[src/arc_cfg.svh]
// register map, field positions, reset values and timing counts of the arc block
`ifndef ARC_CFG_SVH
`define ARC_CFG_SVH
`define CLK_MHZ 100
`define CYCLE_MS 5
`define CYCLE_CLKS (`CYCLE_MS * 1000 * `CLK_MHZ)
`define MS_CLKS (1000 * `CLK_MHZ)
`define TP_US 20
`define TP_CLKS (`TP_US * `CLK_MHZ)
`define LOG_DEPTH 12
`define A_CTRL 8'h00
`define A_ZLIGHT 8'h04
`define A_ZCURR 8'h08
`define A_SCFG 8'h0C
`define A_DLY 8'h10
`define A_PKP 8'h14
`define A_STAT 8'h18
`define A_CNT_ST 8'h1C
`define A_CNT_BK 8'h20
`define A_TIME 8'h24
`define A_LSEL 8'h28
`define A_LTIME 8'h2C
`define A_LINFO 8'h30
`define A_LMAG 8'h34
`define A_LREM 8'h38
`define A_LCNT 8'h3C
`define CTRL_TPI 4
`define CTRL_MON 5
`define CTRL_MOFF 6
`define CTRL_CLR 8
`define CTRL_RST 32'h0000_0020
`define ZL_RST 32'h0000_0000
`define ZC_RST 32'h0000_0000
`define SCFG_RST 32'h0000_0000
`define DLY_RST 32'h000C_0000
`define PKP_RST 32'h0100_0100
`endif

[src/arc_pkg.sv]
// shared types of the arc protection block
package arc_pkg;
  typedef enum logic {SCAN_IDLE, SCAN_RUN} scan_state_t;
  typedef logic [15:0] mag_t;
  typedef logic [2:0] stage_idx_t;
  typedef logic [1:0] kind_idx_t;
endpackage : arc_pkg

[src/sync2.sv]
// two flip-flop synchroniser for pin levels
`timescale 1ns/1ns
`default_nettype none
module sync2 #(
  parameter int unsigned W = 1
) (
  input wire logic pclk,
  input wire logic presetn,
  input wire logic [W-1:0] d,
  output logic [W-1:0] q
);
  logic [W-1:0] meta_ff;
  logic [W-1:0] q_ff;
  always_ff @(posedge pclk or negedge presetn) begin
    if (!presetn) begin
      meta_ff <= '0;
      q_ff <= '0;
    end else begin
      meta_ff <= d;
      q_ff <= meta_ff;
    end
  end
  assign q = q_ff;
endmodule : sync2
`default_nettype wire

[src/event_stage.sv]
// one pick-up stage: start, trip and blocked flags with operate and release timing
`timescale 1ns/1ns
`default_nettype none
module event_stage (
  input wire logic pclk,
  input wire logic presetn,
  input wire logic tick,
  input wire logic pickup,
  input wire logic block,
  input wire logic [15:0] op_dly,
  input wire logic [15:0] rel_dly,
  output logic start_ff,
  output logic trip_ff,
  output logic blocked_ff,
  output logic [15:0] remain
);
  logic [15:0] op_ff;
  logic [15:0] rel_ff;
  wire logic go = pickup & ~block;
  wire logic at_lim = op_ff >= op_dly;
  // the operate count is held through the tick that drops start, then for the release ticks
  wire logic [15:0] nxt_op = go ? (at_lim ? op_ff : op_ff + 16'h0001) : ((rel_ff == 16'h0000 && !start_ff) ? 16'h0000 : op_ff);
  // a start dropped by blocking runs the same release as a lost pick-up
  wire logic [15:0] nxt_rel = go ? 16'h0000 : (start_ff ? rel_dly : ((rel_ff == 16'h0000) ? rel_ff : rel_ff - 16'h0001));
  assign remain = at_lim ? 16'h0000 : op_dly - op_ff;
  // flags move only on the cycle tick, with block sampled there
  always_ff @(posedge pclk or negedge presetn) begin
    if (!presetn) begin
      start_ff <= 1'b0;
      trip_ff <= 1'b0;
      blocked_ff <= 1'b0;
      op_ff <= 16'h0000;
      rel_ff <= 16'h0000;
    end else if (tick) begin
      start_ff <= go;
      trip_ff <= go & at_lim;
      blocked_ff <= pickup & block;
      op_ff <= nxt_op;
      rel_ff <= nxt_rel;
    end
  end
  property p_block_stops;
    @(posedge pclk) disable iff (!presetn) (tick && pickup && block) |=> (blocked_ff && !start_ff && !trip_ff);
  endproperty
  a_block_stops: assert property (p_block_stops) else $error("blocked pick-up still starts or trips");
  property p_start_go;
    @(posedge pclk) disable iff (!presetn) (tick && pickup && !block) |=> (start_ff && !blocked_ff);
  endproperty
  a_start_go: assert property (p_start_go) else $error("unblocked pick-up gave no start");
  property p_only_tick;
    @(posedge pclk) disable iff (!presetn) !$stable({start_ff, trip_ff, blocked_ff}) |-> $past(tick);
  endproperty
  a_only_tick: assert property (p_only_tick) else $error("flag moved between cycle ticks");
  property p_rel_load;
    @(posedge pclk) disable iff (!presetn) (tick && start_ff && block) |=> (rel_ff == $past(rel_dly));
  endproperty
  a_rel_load: assert property (p_rel_load) else $error("blocking did not start release timing");
endmodule : event_stage
`default_nettype wire

[src/arc_fault_zone_protection.sv]
// arc fault zone protection with apb registers, event scanner, counters and operation log
//
// Added by the designer: register access over APB and the register addresses.
`timescale 1ns/1ns
`default_nettype none
`include "arc_cfg.svh"
// How it works
// - four sensor channels, each carrying up to three point sensors.
// - each channel's light flag drives its own light output.
// - each channel's pressure flag drives its own pressure output.
// - arc binary input output follows the energized card input.
// - phase and residual current start flags when current exceeds limit.
// - phase and residual blocked flags when their block input is active while current exceeds limit.
// - zone trips on enabled light, plus enabled current conditions.
// - zone conditions met while blocked give zone blocked, not trip.
// - channel sensor fault when detected count differs from configured count.
// - unit fault when connected unit count differs from configured count.
// - enabled current in zone needs light and current above limit.
// - pressure enabled per zone and channel like light.
// - with test pulse option, short wiring pulses never raise the binary input.
// - blocking input sampled at the start of each program cycle.
// - unblocked pick-up gives start and runs operate timing.
// - blocked pick-up gives blocked and nothing more.
// - start cut by blocking clears and runs release timing.
// - events on on and off edges, stored per on/off selection.
// - cumulative start, trip, blocked counters, software resettable.
// - last twelve on-event records kept with process data.
// - record holds time in ms, event, magnitude, ratio, remaining time, group.
// - each zone has its own enable; disabled zone never trips.
// - configured sensors per channel is zero to three, fault reference.
module arc_fault_zone_protection #(
  parameter int unsigned CYCLE_CLKS = `CYCLE_CLKS,
  parameter int unsigned MS_CLKS = `MS_CLKS
) (
  input wire logic pclk,
  input wire logic presetn,
  input wire logic psel,
  input wire logic penable,
  input wire logic pwrite,
  input wire logic [7:0] paddr,
  input wire logic [31:0] pwdata,
  output logic [31:0] prdata,
  output logic pready,
  output logic pslverr,
  input wire logic [3:0] light_raw,
  input wire logic [3:0] pressure_raw,
  input wire logic arc_card_binary_input,
  input wire logic [7:0] sens_det_raw,
  input wire logic [3:0] unit_det_raw,
  input wire logic phase_over,
  input wire logic residual_over,
  input wire logic phase_block,
  input wire logic residual_block,
  input wire logic [3:0] zone_block,
  input wire logic [15:0] phase_mag,
  input wire logic [15:0] residual_mag,
  output logic [3:0] light_out,
  output logic [3:0] pressure_out,
  output logic arc_bi_out,
  output logic phase_start,
  output logic residual_start,
  output logic phase_blocked,
  output logic residual_blocked,
  output logic [3:0] zone_trip,
  output logic [3:0] zone_blocked,
  output logic [3:0] sensor_fault,
  output logic unit_fault,
  output logic ev_valid,
  output logic [5:0] ev_code,
  output logic [31:0] ev_time
);
  localparam logic [10:0] TP_MAX = 11'(`TP_CLKS);
  wire logic [20:0] sync_q;
  sync2 #(.W(21)) u_sync (
    .pclk(pclk),
    .presetn(presetn),
    .d({unit_det_raw, sens_det_raw, arc_card_binary_input, pressure_raw, light_raw}),
    .q(sync_q)
  );
  wire logic [3:0] light_s = sync_q[3:0];
  wire logic [3:0] press_s = sync_q[7:4];
  wire logic bi_s = sync_q[8];
  wire logic [7:0] det_s = sync_q[16:9];
  wire logic [3:0] unit_s = sync_q[20:17];

  logic [31:0] ctrl_ff, zl_ff, zc_ff, scfg_ff, dly_ff, pkp_ff, time_ff;
  logic [3:0] lsel_ff;
  logic [3:0] lit_ff, prs_ff, sf_ff;
  logic bi_ff, uf_ff;
  logic [10:0] tp_ff;
  logic [19:0] cyc_ff;
  logic [16:0] ms_ff;
  logic tick, tick_d_ff;
  logic [31:0] prdata_ff, rd_data;
  logic pready_ff, pslverr_ff;

  // apb decode: zero-wait answer one cycle after setup
  wire logic setup = psel & ~penable;
  wire logic wr_en = psel & penable & pready_ff & pwrite;
  wire logic hit = (paddr[1:0] == 2'h0) & (paddr <= `A_LCNT);
  wire logic cnt_clr = wr_en & (paddr == `A_CTRL) & pwdata[`CTRL_CLR];
  always_ff @(posedge pclk or negedge presetn) begin
    if (!presetn) begin
      ctrl_ff <= `CTRL_RST;
      zl_ff <= `ZL_RST;
      zc_ff <= `ZC_RST;
      scfg_ff <= `SCFG_RST;
      dly_ff <= `DLY_RST;
      pkp_ff <= `PKP_RST;
      lsel_ff <= 4'h0;
    end else if (wr_en) begin
      case (paddr)
        `A_CTRL: ctrl_ff <= pwdata & 32'h0000_007F;
        `A_ZLIGHT: zl_ff <= pwdata;
        `A_ZCURR: zc_ff <= pwdata & 32'h0000_00FF;
        `A_SCFG: scfg_ff <= pwdata & 32'h0000_7FFF;
        `A_DLY: dly_ff <= pwdata;
        `A_PKP: pkp_ff <= pwdata;
        `A_LSEL: lsel_ff <= (pwdata[3:0] > 4'hB) ? 4'hB : pwdata[3:0];
        default: ;
      endcase
    end
  end
  always_ff @(posedge pclk or negedge presetn) begin
    if (!presetn) begin
      prdata_ff <= 32'h0000_0000;
      pready_ff <= 1'b0;
      pslverr_ff <= 1'b0;
    end else begin
      pready_ff <= setup;
      pslverr_ff <= setup & ~hit;
      prdata_ff <= (setup & ~pwrite & hit) ? rd_data : 32'h0000_0000;
    end
  end

  // program cycle tick and millisecond time base
  assign tick = cyc_ff == 20'(CYCLE_CLKS - 1);
  always_ff @(posedge pclk or negedge presetn) begin
    if (!presetn) begin
      cyc_ff <= 20'h00000;
      ms_ff <= 17'h00000;
      time_ff <= 32'h0000_0000;
      tick_d_ff <= 1'b0;
    end else begin
      cyc_ff <= tick ? 20'h00000 : cyc_ff + 20'h00001;
      tick_d_ff <= tick;
      ms_ff <= (ms_ff == 17'(MS_CLKS - 1)) ? 17'h00000 : ms_ff + 17'h00001;
      if (wr_en && paddr == `A_TIME) begin
        time_ff <= pwdata;
      end else if (ms_ff == 17'(MS_CLKS - 1)) begin
        time_ff <= time_ff + 32'h0000_0001;
      end
    end
  end

  // sensor levels, binary input filter and configuration supervision
  wire logic [3:0] sf_now;
  always_ff @(posedge pclk or negedge presetn) begin
    if (!presetn) begin
      lit_ff <= 4'h0;
      prs_ff <= 4'h0;
      bi_ff <= 1'b0;
      tp_ff <= 11'h000;
      sf_ff <= 4'h0;
      uf_ff <= 1'b0;
    end else begin
      lit_ff <= light_s;
      prs_ff <= press_s;
      tp_ff <= bi_s ? ((tp_ff == TP_MAX) ? tp_ff : tp_ff + 11'h001) : 11'h000;
      bi_ff <= ctrl_ff[`CTRL_TPI] ? (bi_s & (tp_ff == TP_MAX)) : bi_s;
      sf_ff <= sf_now;
      uf_ff <= unit_s != scfg_ff[11:8];
    end
  end

  // six stages: zones 0..3, phase current 4, residual current 5
  wire logic [5:0] pick_v, blk_in_v;
  wire logic [5:0] start_v, trip_v, blk_v;
  wire logic [15:0] remain_v [6];
  wire logic [3:0] zone_pick;
  wire logic ph_ok = phase_over & ~phase_block;
  wire logic re_ok = residual_over & ~residual_block;
  genvar g;
  generate
    for (g = 0; g < 4; g++) begin : g_zone
      assign sf_now[g] = det_s[2*g +: 2] != scfg_ff[2*g +: 2];
      assign zone_pick[g] = ctrl_ff[g]
        & (|(lit_ff & zl_ff[4*g +: 4]) | |(prs_ff & zl_ff[16+4*g +: 4]))
        & (~zc_ff[g] | ph_ok) & (~zc_ff[4+g] | re_ok);
    end
    for (g = 0; g < 6; g++) begin : g_stage
      event_stage u_stage (
        .pclk(pclk),
        .presetn(presetn),
        .tick(tick),
        .pickup(pick_v[g]),
        .block(blk_in_v[g]),
        .op_dly((g < 4) ? dly_ff[15:0] : 16'h0000),
        .rel_dly(dly_ff[31:16]),
        .start_ff(start_v[g]),
        .trip_ff(trip_v[g]),
        .blocked_ff(blk_v[g]),
        .remain(remain_v[g])
      );
    end
  endgenerate
  assign pick_v = {residual_over, phase_over, zone_pick};
  assign blk_in_v = {residual_block, phase_block, zone_block};

  // scanner: after each tick walks all 18 flags, one change per cycle
  arc_pkg::scan_state_t st_ff;
  arc_pkg::stage_idx_t sidx_ff;
  arc_pkg::kind_idx_t kidx_ff;
  logic [5:0] pv_st_ff, pv_tr_ff, pv_bk_ff;
  logic ev_valid_ff;
  logic [5:0] ev_code_ff;
  logic [31:0] ev_time_ff;
  logic [15:0] cnt_st_ff, cnt_tr_ff, cnt_bk_ff;
  wire logic cur_bit = (kidx_ff == 2'h0) ? start_v[sidx_ff] : (kidx_ff == 2'h1) ? trip_v[sidx_ff] : blk_v[sidx_ff];
  wire logic prv_bit = (kidx_ff == 2'h0) ? pv_st_ff[sidx_ff] : (kidx_ff == 2'h1) ? pv_tr_ff[sidx_ff] : pv_bk_ff[sidx_ff];
  wire logic chg = (st_ff == arc_pkg::SCAN_RUN) & (cur_bit != prv_bit);
  wire logic on_ev = chg & cur_bit;
  wire logic last = (kidx_ff == 2'h2) & (sidx_ff == 3'h5);
  always_ff @(posedge pclk or negedge presetn) begin
    if (!presetn) begin
      st_ff <= arc_pkg::SCAN_IDLE;
      sidx_ff <= 3'h0;
      kidx_ff <= 2'h0;
    end else begin
      case (st_ff)
        arc_pkg::SCAN_IDLE: begin
          sidx_ff <= 3'h0;
          kidx_ff <= 2'h0;
          if (tick_d_ff) begin
            st_ff <= arc_pkg::SCAN_RUN;
          end
        end
        arc_pkg::SCAN_RUN: begin
          kidx_ff <= (kidx_ff == 2'h2) ? 2'h0 : kidx_ff + 2'h1;
          sidx_ff <= (kidx_ff == 2'h2) ? sidx_ff + 3'h1 : sidx_ff;
          if (last) begin
            st_ff <= arc_pkg::SCAN_IDLE;
          end
        end
        default: st_ff <= arc_pkg::SCAN_IDLE;
      endcase
    end
  end
  always_ff @(posedge pclk or negedge presetn) begin
    if (!presetn) begin
      pv_st_ff <= 6'h00;
      pv_tr_ff <= 6'h00;
      pv_bk_ff <= 6'h00;
      ev_valid_ff <= 1'b0;
      ev_code_ff <= 6'h00;
      ev_time_ff <= 32'h0000_0000;
    end else begin
      if (chg && kidx_ff == 2'h0) pv_st_ff[sidx_ff] <= cur_bit;
      if (chg && kidx_ff == 2'h1) pv_tr_ff[sidx_ff] <= cur_bit;
      if (chg && kidx_ff == 2'h2) pv_bk_ff[sidx_ff] <= cur_bit;
      ev_valid_ff <= chg & (cur_bit ? ctrl_ff[`CTRL_MON] : ctrl_ff[`CTRL_MOFF]);
      ev_code_ff <= {sidx_ff, kidx_ff, cur_bit};
      ev_time_ff <= time_ff;
    end
  end
  // a clear that meets an event leaves a count of one
  always_ff @(posedge pclk or negedge presetn) begin
    if (!presetn) begin
      cnt_st_ff <= 16'h0000;
      cnt_tr_ff <= 16'h0000;
      cnt_bk_ff <= 16'h0000;
    end else begin
      cnt_st_ff <= (cnt_clr ? 16'h0000 : cnt_st_ff) + {15'h0000, on_ev & (kidx_ff == 2'h0)};
      cnt_tr_ff <= (cnt_clr ? 16'h0000 : cnt_tr_ff) + {15'h0000, on_ev & (kidx_ff == 2'h1)};
      cnt_bk_ff <= (cnt_clr ? 16'h0000 : cnt_bk_ff) + {15'h0000, on_ev & (kidx_ff == 2'h2)};
    end
  end

  // operation log: ring of the newest twelve on-event records
  logic [31:0] lg_time [`LOG_DEPTH];
  logic [7:0] lg_info [`LOG_DEPTH];
  logic [31:0] lg_mag [`LOG_DEPTH];
  logic [15:0] lg_rem [`LOG_DEPTH];
  logic [3:0] wr_ff, lcnt_ff;
  wire logic [15:0] mag = (sidx_ff == 3'h5) ? residual_mag : phase_mag;
  wire logic [15:0] pkp = (sidx_ff == 3'h5) ? pkp_ff[31:16] : pkp_ff[15:0];
  wire logic [23:0] quot = (pkp == 16'h0000) ? 24'hFFFFFF : {mag, 8'h00} / {8'h00, pkp};
  wire logic [15:0] ratio = (quot[23:16] != 8'h00) ? 16'hFFFF : quot[15:0];
  wire logic [4:0] rd_base = {1'b0, wr_ff} + 5'h0B - {1'b0, lsel_ff};
  wire logic [3:0] rd_idx = (rd_base >= 5'h0C) ? 4'(rd_base - 5'h0C) : rd_base[3:0];
  always_ff @(posedge pclk) begin
    if (on_ev) begin
      lg_time[wr_ff] <= time_ff;
      lg_info[wr_ff] <= {scfg_ff[14:12], sidx_ff, kidx_ff};
      lg_mag[wr_ff] <= {mag, ratio};
      lg_rem[wr_ff] <= remain_v[sidx_ff];
    end
  end
  always_ff @(posedge pclk or negedge presetn) begin
    if (!presetn) begin
      wr_ff <= 4'h0;
      lcnt_ff <= 4'h0;
    end else if (on_ev) begin
      wr_ff <= (wr_ff == 4'hB) ? 4'h0 : wr_ff + 4'h1;
      lcnt_ff <= (lcnt_ff == 4'hC) ? lcnt_ff : lcnt_ff + 4'h1;
    end
  end

  wire logic [31:0] status = {uf_ff, sf_ff, blk_v, trip_v, start_v, bi_ff, prs_ff, lit_ff};
  always_comb begin
    case (paddr)
      `A_CTRL: rd_data = ctrl_ff;
      `A_ZLIGHT: rd_data = zl_ff;
      `A_ZCURR: rd_data = zc_ff;
      `A_SCFG: rd_data = scfg_ff;
      `A_DLY: rd_data = dly_ff;
      `A_PKP: rd_data = pkp_ff;
      `A_STAT: rd_data = status;
      `A_CNT_ST: rd_data = {cnt_tr_ff, cnt_st_ff};
      `A_CNT_BK: rd_data = {16'h0000, cnt_bk_ff};
      `A_TIME: rd_data = time_ff;
      `A_LSEL: rd_data = {28'h0000000, lsel_ff};
      `A_LTIME: rd_data = lg_time[rd_idx];
      `A_LINFO: rd_data = {24'h000000, lg_info[rd_idx]};
      `A_LMAG: rd_data = lg_mag[rd_idx];
      `A_LREM: rd_data = {16'h0000, lg_rem[rd_idx]};
      `A_LCNT: rd_data = {28'h0000000, lcnt_ff};
      default: rd_data = 32'h0000_0000;
    endcase
  end

  assign prdata = prdata_ff;
  assign pready = pready_ff;
  assign pslverr = pslverr_ff;
  assign light_out = lit_ff;
  assign pressure_out = prs_ff;
  assign arc_bi_out = bi_ff;
  assign phase_start = start_v[4];
  assign residual_start = start_v[5];
  assign phase_blocked = blk_v[4];
  assign residual_blocked = blk_v[5];
  assign zone_trip = trip_v[3:0];
  assign zone_blocked = blk_v[3:0];
  assign sensor_fault = sf_ff;
  assign unit_fault = uf_ff;
  assign ev_valid = ev_valid_ff;
  assign ev_code = ev_code_ff;
  assign ev_time = ev_time_ff;

  property p_zone_off;
    @(posedge pclk) disable iff (!presetn) (tick && !ctrl_ff[0]) |=> !zone_trip[0];
  endproperty
  a_zone_off: assert property (p_zone_off) else $error("disabled zone tripped");
  property p_light_pin;
    @(posedge pclk) disable iff (!presetn) ##3 (light_out == $past(light_raw, 3));
  endproperty
  a_light_pin: assert property (p_light_pin) else $error("light output lags pin by other than three cycles");
  property p_tp_ignore;
    @(posedge pclk) disable iff (!presetn) (ctrl_ff[`CTRL_TPI] && $rose(bi_s)) |=> !arc_bi_out [*8];
  endproperty
  a_tp_ignore: assert property (p_tp_ignore) else $error("test pulse reached binary input output");
  property p_unit_fault;
    @(posedge pclk) disable iff (!presetn) ##1 (unit_fault == ($past(unit_s) != $past(scfg_ff[11:8])));
  endproperty
  a_unit_fault: assert property (p_unit_fault) else $error("unit fault does not follow count mismatch");
  property p_cnt_clr;
    @(posedge pclk) disable iff (!presetn) cnt_clr |=> (cnt_st_ff <= 16'h0001 && cnt_bk_ff <= 16'h0001);
  endproperty
  a_cnt_clr: assert property (p_cnt_clr) else $error("counter reset ignored");
  property p_ev_scan;
    @(posedge pclk) disable iff (!presetn) ev_valid |-> $past(st_ff == arc_pkg::SCAN_RUN);
  endproperty
  a_ev_scan: assert property (p_ev_scan) else $error("event outside a scan");
  property p_log_cnt;
    @(posedge pclk) disable iff (!presetn) on_ev |=> (lcnt_ff == (($past(lcnt_ff) == 4'hC) ? 4'hC : $past(lcnt_ff) + 4'h1));
  endproperty
  a_log_cnt: assert property (p_log_cnt) else $error("log entry count wrong");
  property p_trip_block;
    @(posedge pclk) disable iff (!presetn) (tick && zone_pick[0] && zone_block[0]) |=> (zone_blocked[0] && !zone_trip[0]);
  endproperty
  a_trip_block: assert property (p_trip_block) else $error("blocked zone tripped");
endmodule : arc_fault_zone_protection
`default_nettype wire

[config.mk]
export PLATFORM = sky130hd
export DESIGN_NAME = arc_fault_zone_protection
export DESIGN_NICKNAME = d
export VERILOG_FILES = /design/src/arc_pkg.sv /design/src/sync2.sv /design/src/event_stage.sv /design/src/arc_fault_zone_protection.sv
export VERILOG_INCLUDE_DIRS = /design/src
export SDC_FILE = /design/constraint.sdc
export NUM_CORES = 2
export LEC_CHECK = 0
export ABC_AREA = 1
export BUFFER_PORTS_ARGS = -buffer_cell sky130_fd_sc_hd__buf_2
export CAP_MARGIN = 10
export CELL_PAD_IN_SITES_DETAIL_PLACEMENT = 0
export CELL_PAD_IN_SITES_GLOBAL_PLACEMENT = 1
export CORE_MARGIN = 4
export CORE_UTILIZATION = 45
export CTS_CLUSTER_SIZE = 25
export DETAILED_ROUTE_END_ITERATION = 6
export PLACE_DENSITY_LB_ADDON = 0.1
export SLEW_MARGIN = 20
export SYNTH_ARGS = -nofsm -noshare
export SYNTH_HDL_FRONTEND = slang
export SYNTH_SLANG_ARGS = --single-unit
export TNS_END_PERCENT = 10
[constraint.sdc]
create_clock -name pclk -period 53 [get_ports pclk]
set_input_delay 7.95 -clock pclk [delete_from_list [all_inputs] [get_ports pclk]]
set_output_delay 7.95 -clock pclk [all_outputs]
set_load 0.005 [all_outputs]
==> impl_metrics.py <==
metrics = {
    "detailed_routing": {
        "firstDrtPassIters": 6,
        "initialDrtViolationCount": 6386,
        "num_vias": 68600,
        "ant_nets": 0,
        "via_per_inst": 5.73,
        "routed_wirelength_um": 293000,
        "drcViolationCount": 0,
        "wl_per_cell_um": 24.5,
    },
    "sta": {
        "skew_ns": 0.0436,
        "setup-violations-final": 0,
        "fin_crit_ns": 50.04,
        "fmax_mhz": 20.0,
        "hold_slack_ns": 0.347,
        "worstMarginPinSlew_ns": 1.28,
        "slew_viol_final": 0,
        "slew_headroom_pct": 12.7,
        "final-hold-violation-count": 0,
        "setup_tns_ns": 0,
        "fin_crit_sh_pct": 94.4,
    },
    "floorplan": {
        "die_w_um": 443,
        "dieArea_mm2": 0.196,
        "ios": 205,
        "die_height_um": 443,
        "start_util_pct": 45.3,
        "rows": 159,
        "fp.coreArea_mm2": 0.188,
    },
    "placed_design": {
        "dpl.hpwl_um": 198000,
        "port_buffers": 204,
        "gp_congestion": 0.955,
        "dpl.cell_count": 11500,
    },
    "clock_network": {
        "cts-root-buf": "clkbuf_16",
        "clk_pin_slew_ns": 0.06,
        "clock_latency_ns": 0.83,
        "hold_buffers": 0,
        "cts.sinks": 1620,
        "htree_levels": 4,
        "cts_buffers": 174,
        "cts_tree": "yes",
        "cts.path.max_buffers": 3,
    },
    "synthesis": {
        "synth_area_leaders": "edfxtp_1, dfrtp_1, nand2_1",
        "syn_inst": 8914,
        "synth_enable_flop_cells": 1056,
        "synth_cell_types": 83,
        "synth_ff_type": "edfxtp_1",
        "ys_seq_elements": 1620,
        "syn_nets": 9382,
        "async_flop_share_pct": 34.8,
        "syn_avg_cell_area_um2": 9.56,
        "syn_area_mm2": 0.0852,
        "ys.warnings.count": 0,
        "ys_seq_area_share_pct": 53.8,
        "post-synth-top-area-cell": "edfxtp_1",
        "synth.most_common_cell": "nand2_1",
        "synth_common_cells": "nand2_1, edfxtp_1, inv_1",
        "yosysTopAreaCellShare_pct": 37.2,
    },
    "setup_path": {
        "worstSetupEndpointType": "flop",
        "worstPathRequired_ns": 53.52,
        "crit_slowest_cell": "a221o_1",
        "critPathKind": "in2reg",
        "worstPathBufferInverterCount": 39,
        "cpPeakStageDelay_ns": 0.35,
        "start_kind": "input port",
        "arrival_ns": 50.56,
        "cp_max_fo": 11,
        "crit_top_cell": "nand2_1",
        "crit_family": "compound AO/OA/AOI/OAI gates",
        "reg2reg_slack_ns": 7.30,
    },
    "final_layout": {
        "drive_gt1_share_pct": 14.1,
        "area_delta_synth_final_pct": 15.1,
        "final_core_util_pct": 52.2,
        "n_fill_cell": 17200,
        "final_cells": 12000,
        "nets": 9772,
    },
    "grt": {
        "grt_start_max_net_pins": 181,
        "track_usage_pct": 28.9,
        "grt-ovfl-total": 0,
        "grt_pass1_vias": 65000,
        "antenna_found_initial": 20,
        "grt_pass1_wl_um": 426000,
    },
    "run_status": {
        "status": "finished, final reports clean",
    },
    "job": {
        "drv_cap": 0,
    },
    "hold_path": {
        "worst_hold_path_type": "reg2reg",
    },
}
## kinds of logic after synthesis
kind of cell    Yosys count  synth area share (%)
simple gates           3150                  15.9
compound gates         2184                  15.6
flops                  1620                  53.8
buf+inv                1261                  5.84
fa+ha+maj               362                  5.37
xor+xnor                333                  3.42
mux                       4                0.0485
## layout by cell type, fill, tap and decap left out, types with 34 or more instances in the layout
cell type     n
nand4_1      90
nor2_1      558
clkbuf_16   184
buf_2       203
a32o_1      136
edfxtp_1   1056
ha_1        322
a221oi_1     58
xor2_1      197
o221ai_1     49
nand2_1    1770
o21ai_0     679
or2_2        37
dfrtp_1     558
clkbuf_1     44
nand3_1     292
o21ai_1      73
a22oi_1      45
inv_1       852
a21oi_2      48
a21oi_1     572
nor3_1      122
buf_4       344
xnor2_1     136
o22ai_1     164
o21ai_2      61
nand2_2     100
clkbuf_8     34
## sequential cells by signal, summed over array words and instances (netlist names), 64 cells and up
register,cells
lg_time,384
g_stage.u_stage.rel_ff,64
lg_mag,384
lg_rem,192
g_stage.u_stage.op_ff,64
lg_info,96
## area by class of cell
type | instances | area (um^2) | area share, %
Clock inverter | 63 | 607 | 0.619
Inverter | 896 | 3410 | 3.48
Timing Repair inverter | 4 | 25.0 | 0.0255
Multi-Input combinational cell | 6038 | 35800 | 36.6
Timing Repair Buffer | 570 | 3980 | 4.06
Sequential cell | 1620 | 45800 | 46.7
Antenna cell | 11 | 27.5 | 0.0281
Tap cell | 2495 | 3120 | 3.18
Clock buffer | 261 | 5190 | 5.30
## path summary, 6_finish.rpt
check | start | endpoint | depth (start not counted)
worst max-delay path | residual_mag[15] | lg_mag[6][0]$_DFFE_PP_ | 352
worst min-delay path | u_sync.meta_ff[3]$_DFF_PN0_ | u_sync.q[3]$_DFF_PN0_ | 0
worst max register to register | sidx_ff[1]$_DFFE_PN0P_ | lg_mag[6][0]$_DFFE_PP_ | 359
worst min register to register | u_sync.meta_ff[3]$_DFF_PN0_ | u_sync.q[3]$_DFF_PN0_ | 0
max in group asynchronous | presetn | tp_ff[1]$_DFFE_PN0N_ | 3
min in group asynchronous | presetn | prdata[1]$_DFF_PN0_ | 1
## through the flow
stage	instance area, um^2	setup slack, ns
after global routing	98000	-0.511
final	98000	2.96
after CTS	96000	0.0181
after global placement	90200	-0.322
after floorplan	85400	0.0253
after detailed placement	90200	-1.30
## worst reg2reg max path: cells and delay by family (launching register included)
family	cells	cell delay, ns
buffers and inverters	43	5.29
flip-flops	1	0.95
AND/OR/NAND/NOR	167	14.95
AO/OA/AOI/OAI	123	17.07
adder cells (fa/ha/maj)	26	7.09
## repair_timing
action | 4_1_cts | 5_1_grt
gates cloned | 1 | 10
gates resized for setup | 7 | 324
endpoints found under the setup margin | 12 | 36
pin swaps | 2 | 159
setup buffers | 1 | 89
## per-layer routing
layer  track usage [%]  up-vias  routed length [um]
met5                 0        -                  41
met4              10.1        6               11300
met3              4.33      467               18800
met2              47.7     2143              138000
met1              38.9    33900              125000
li1                  -    32100                   -
Power is not shown: default switching activity piles up to over one toggle a cycle in this logic, so the estimate is an artifact.
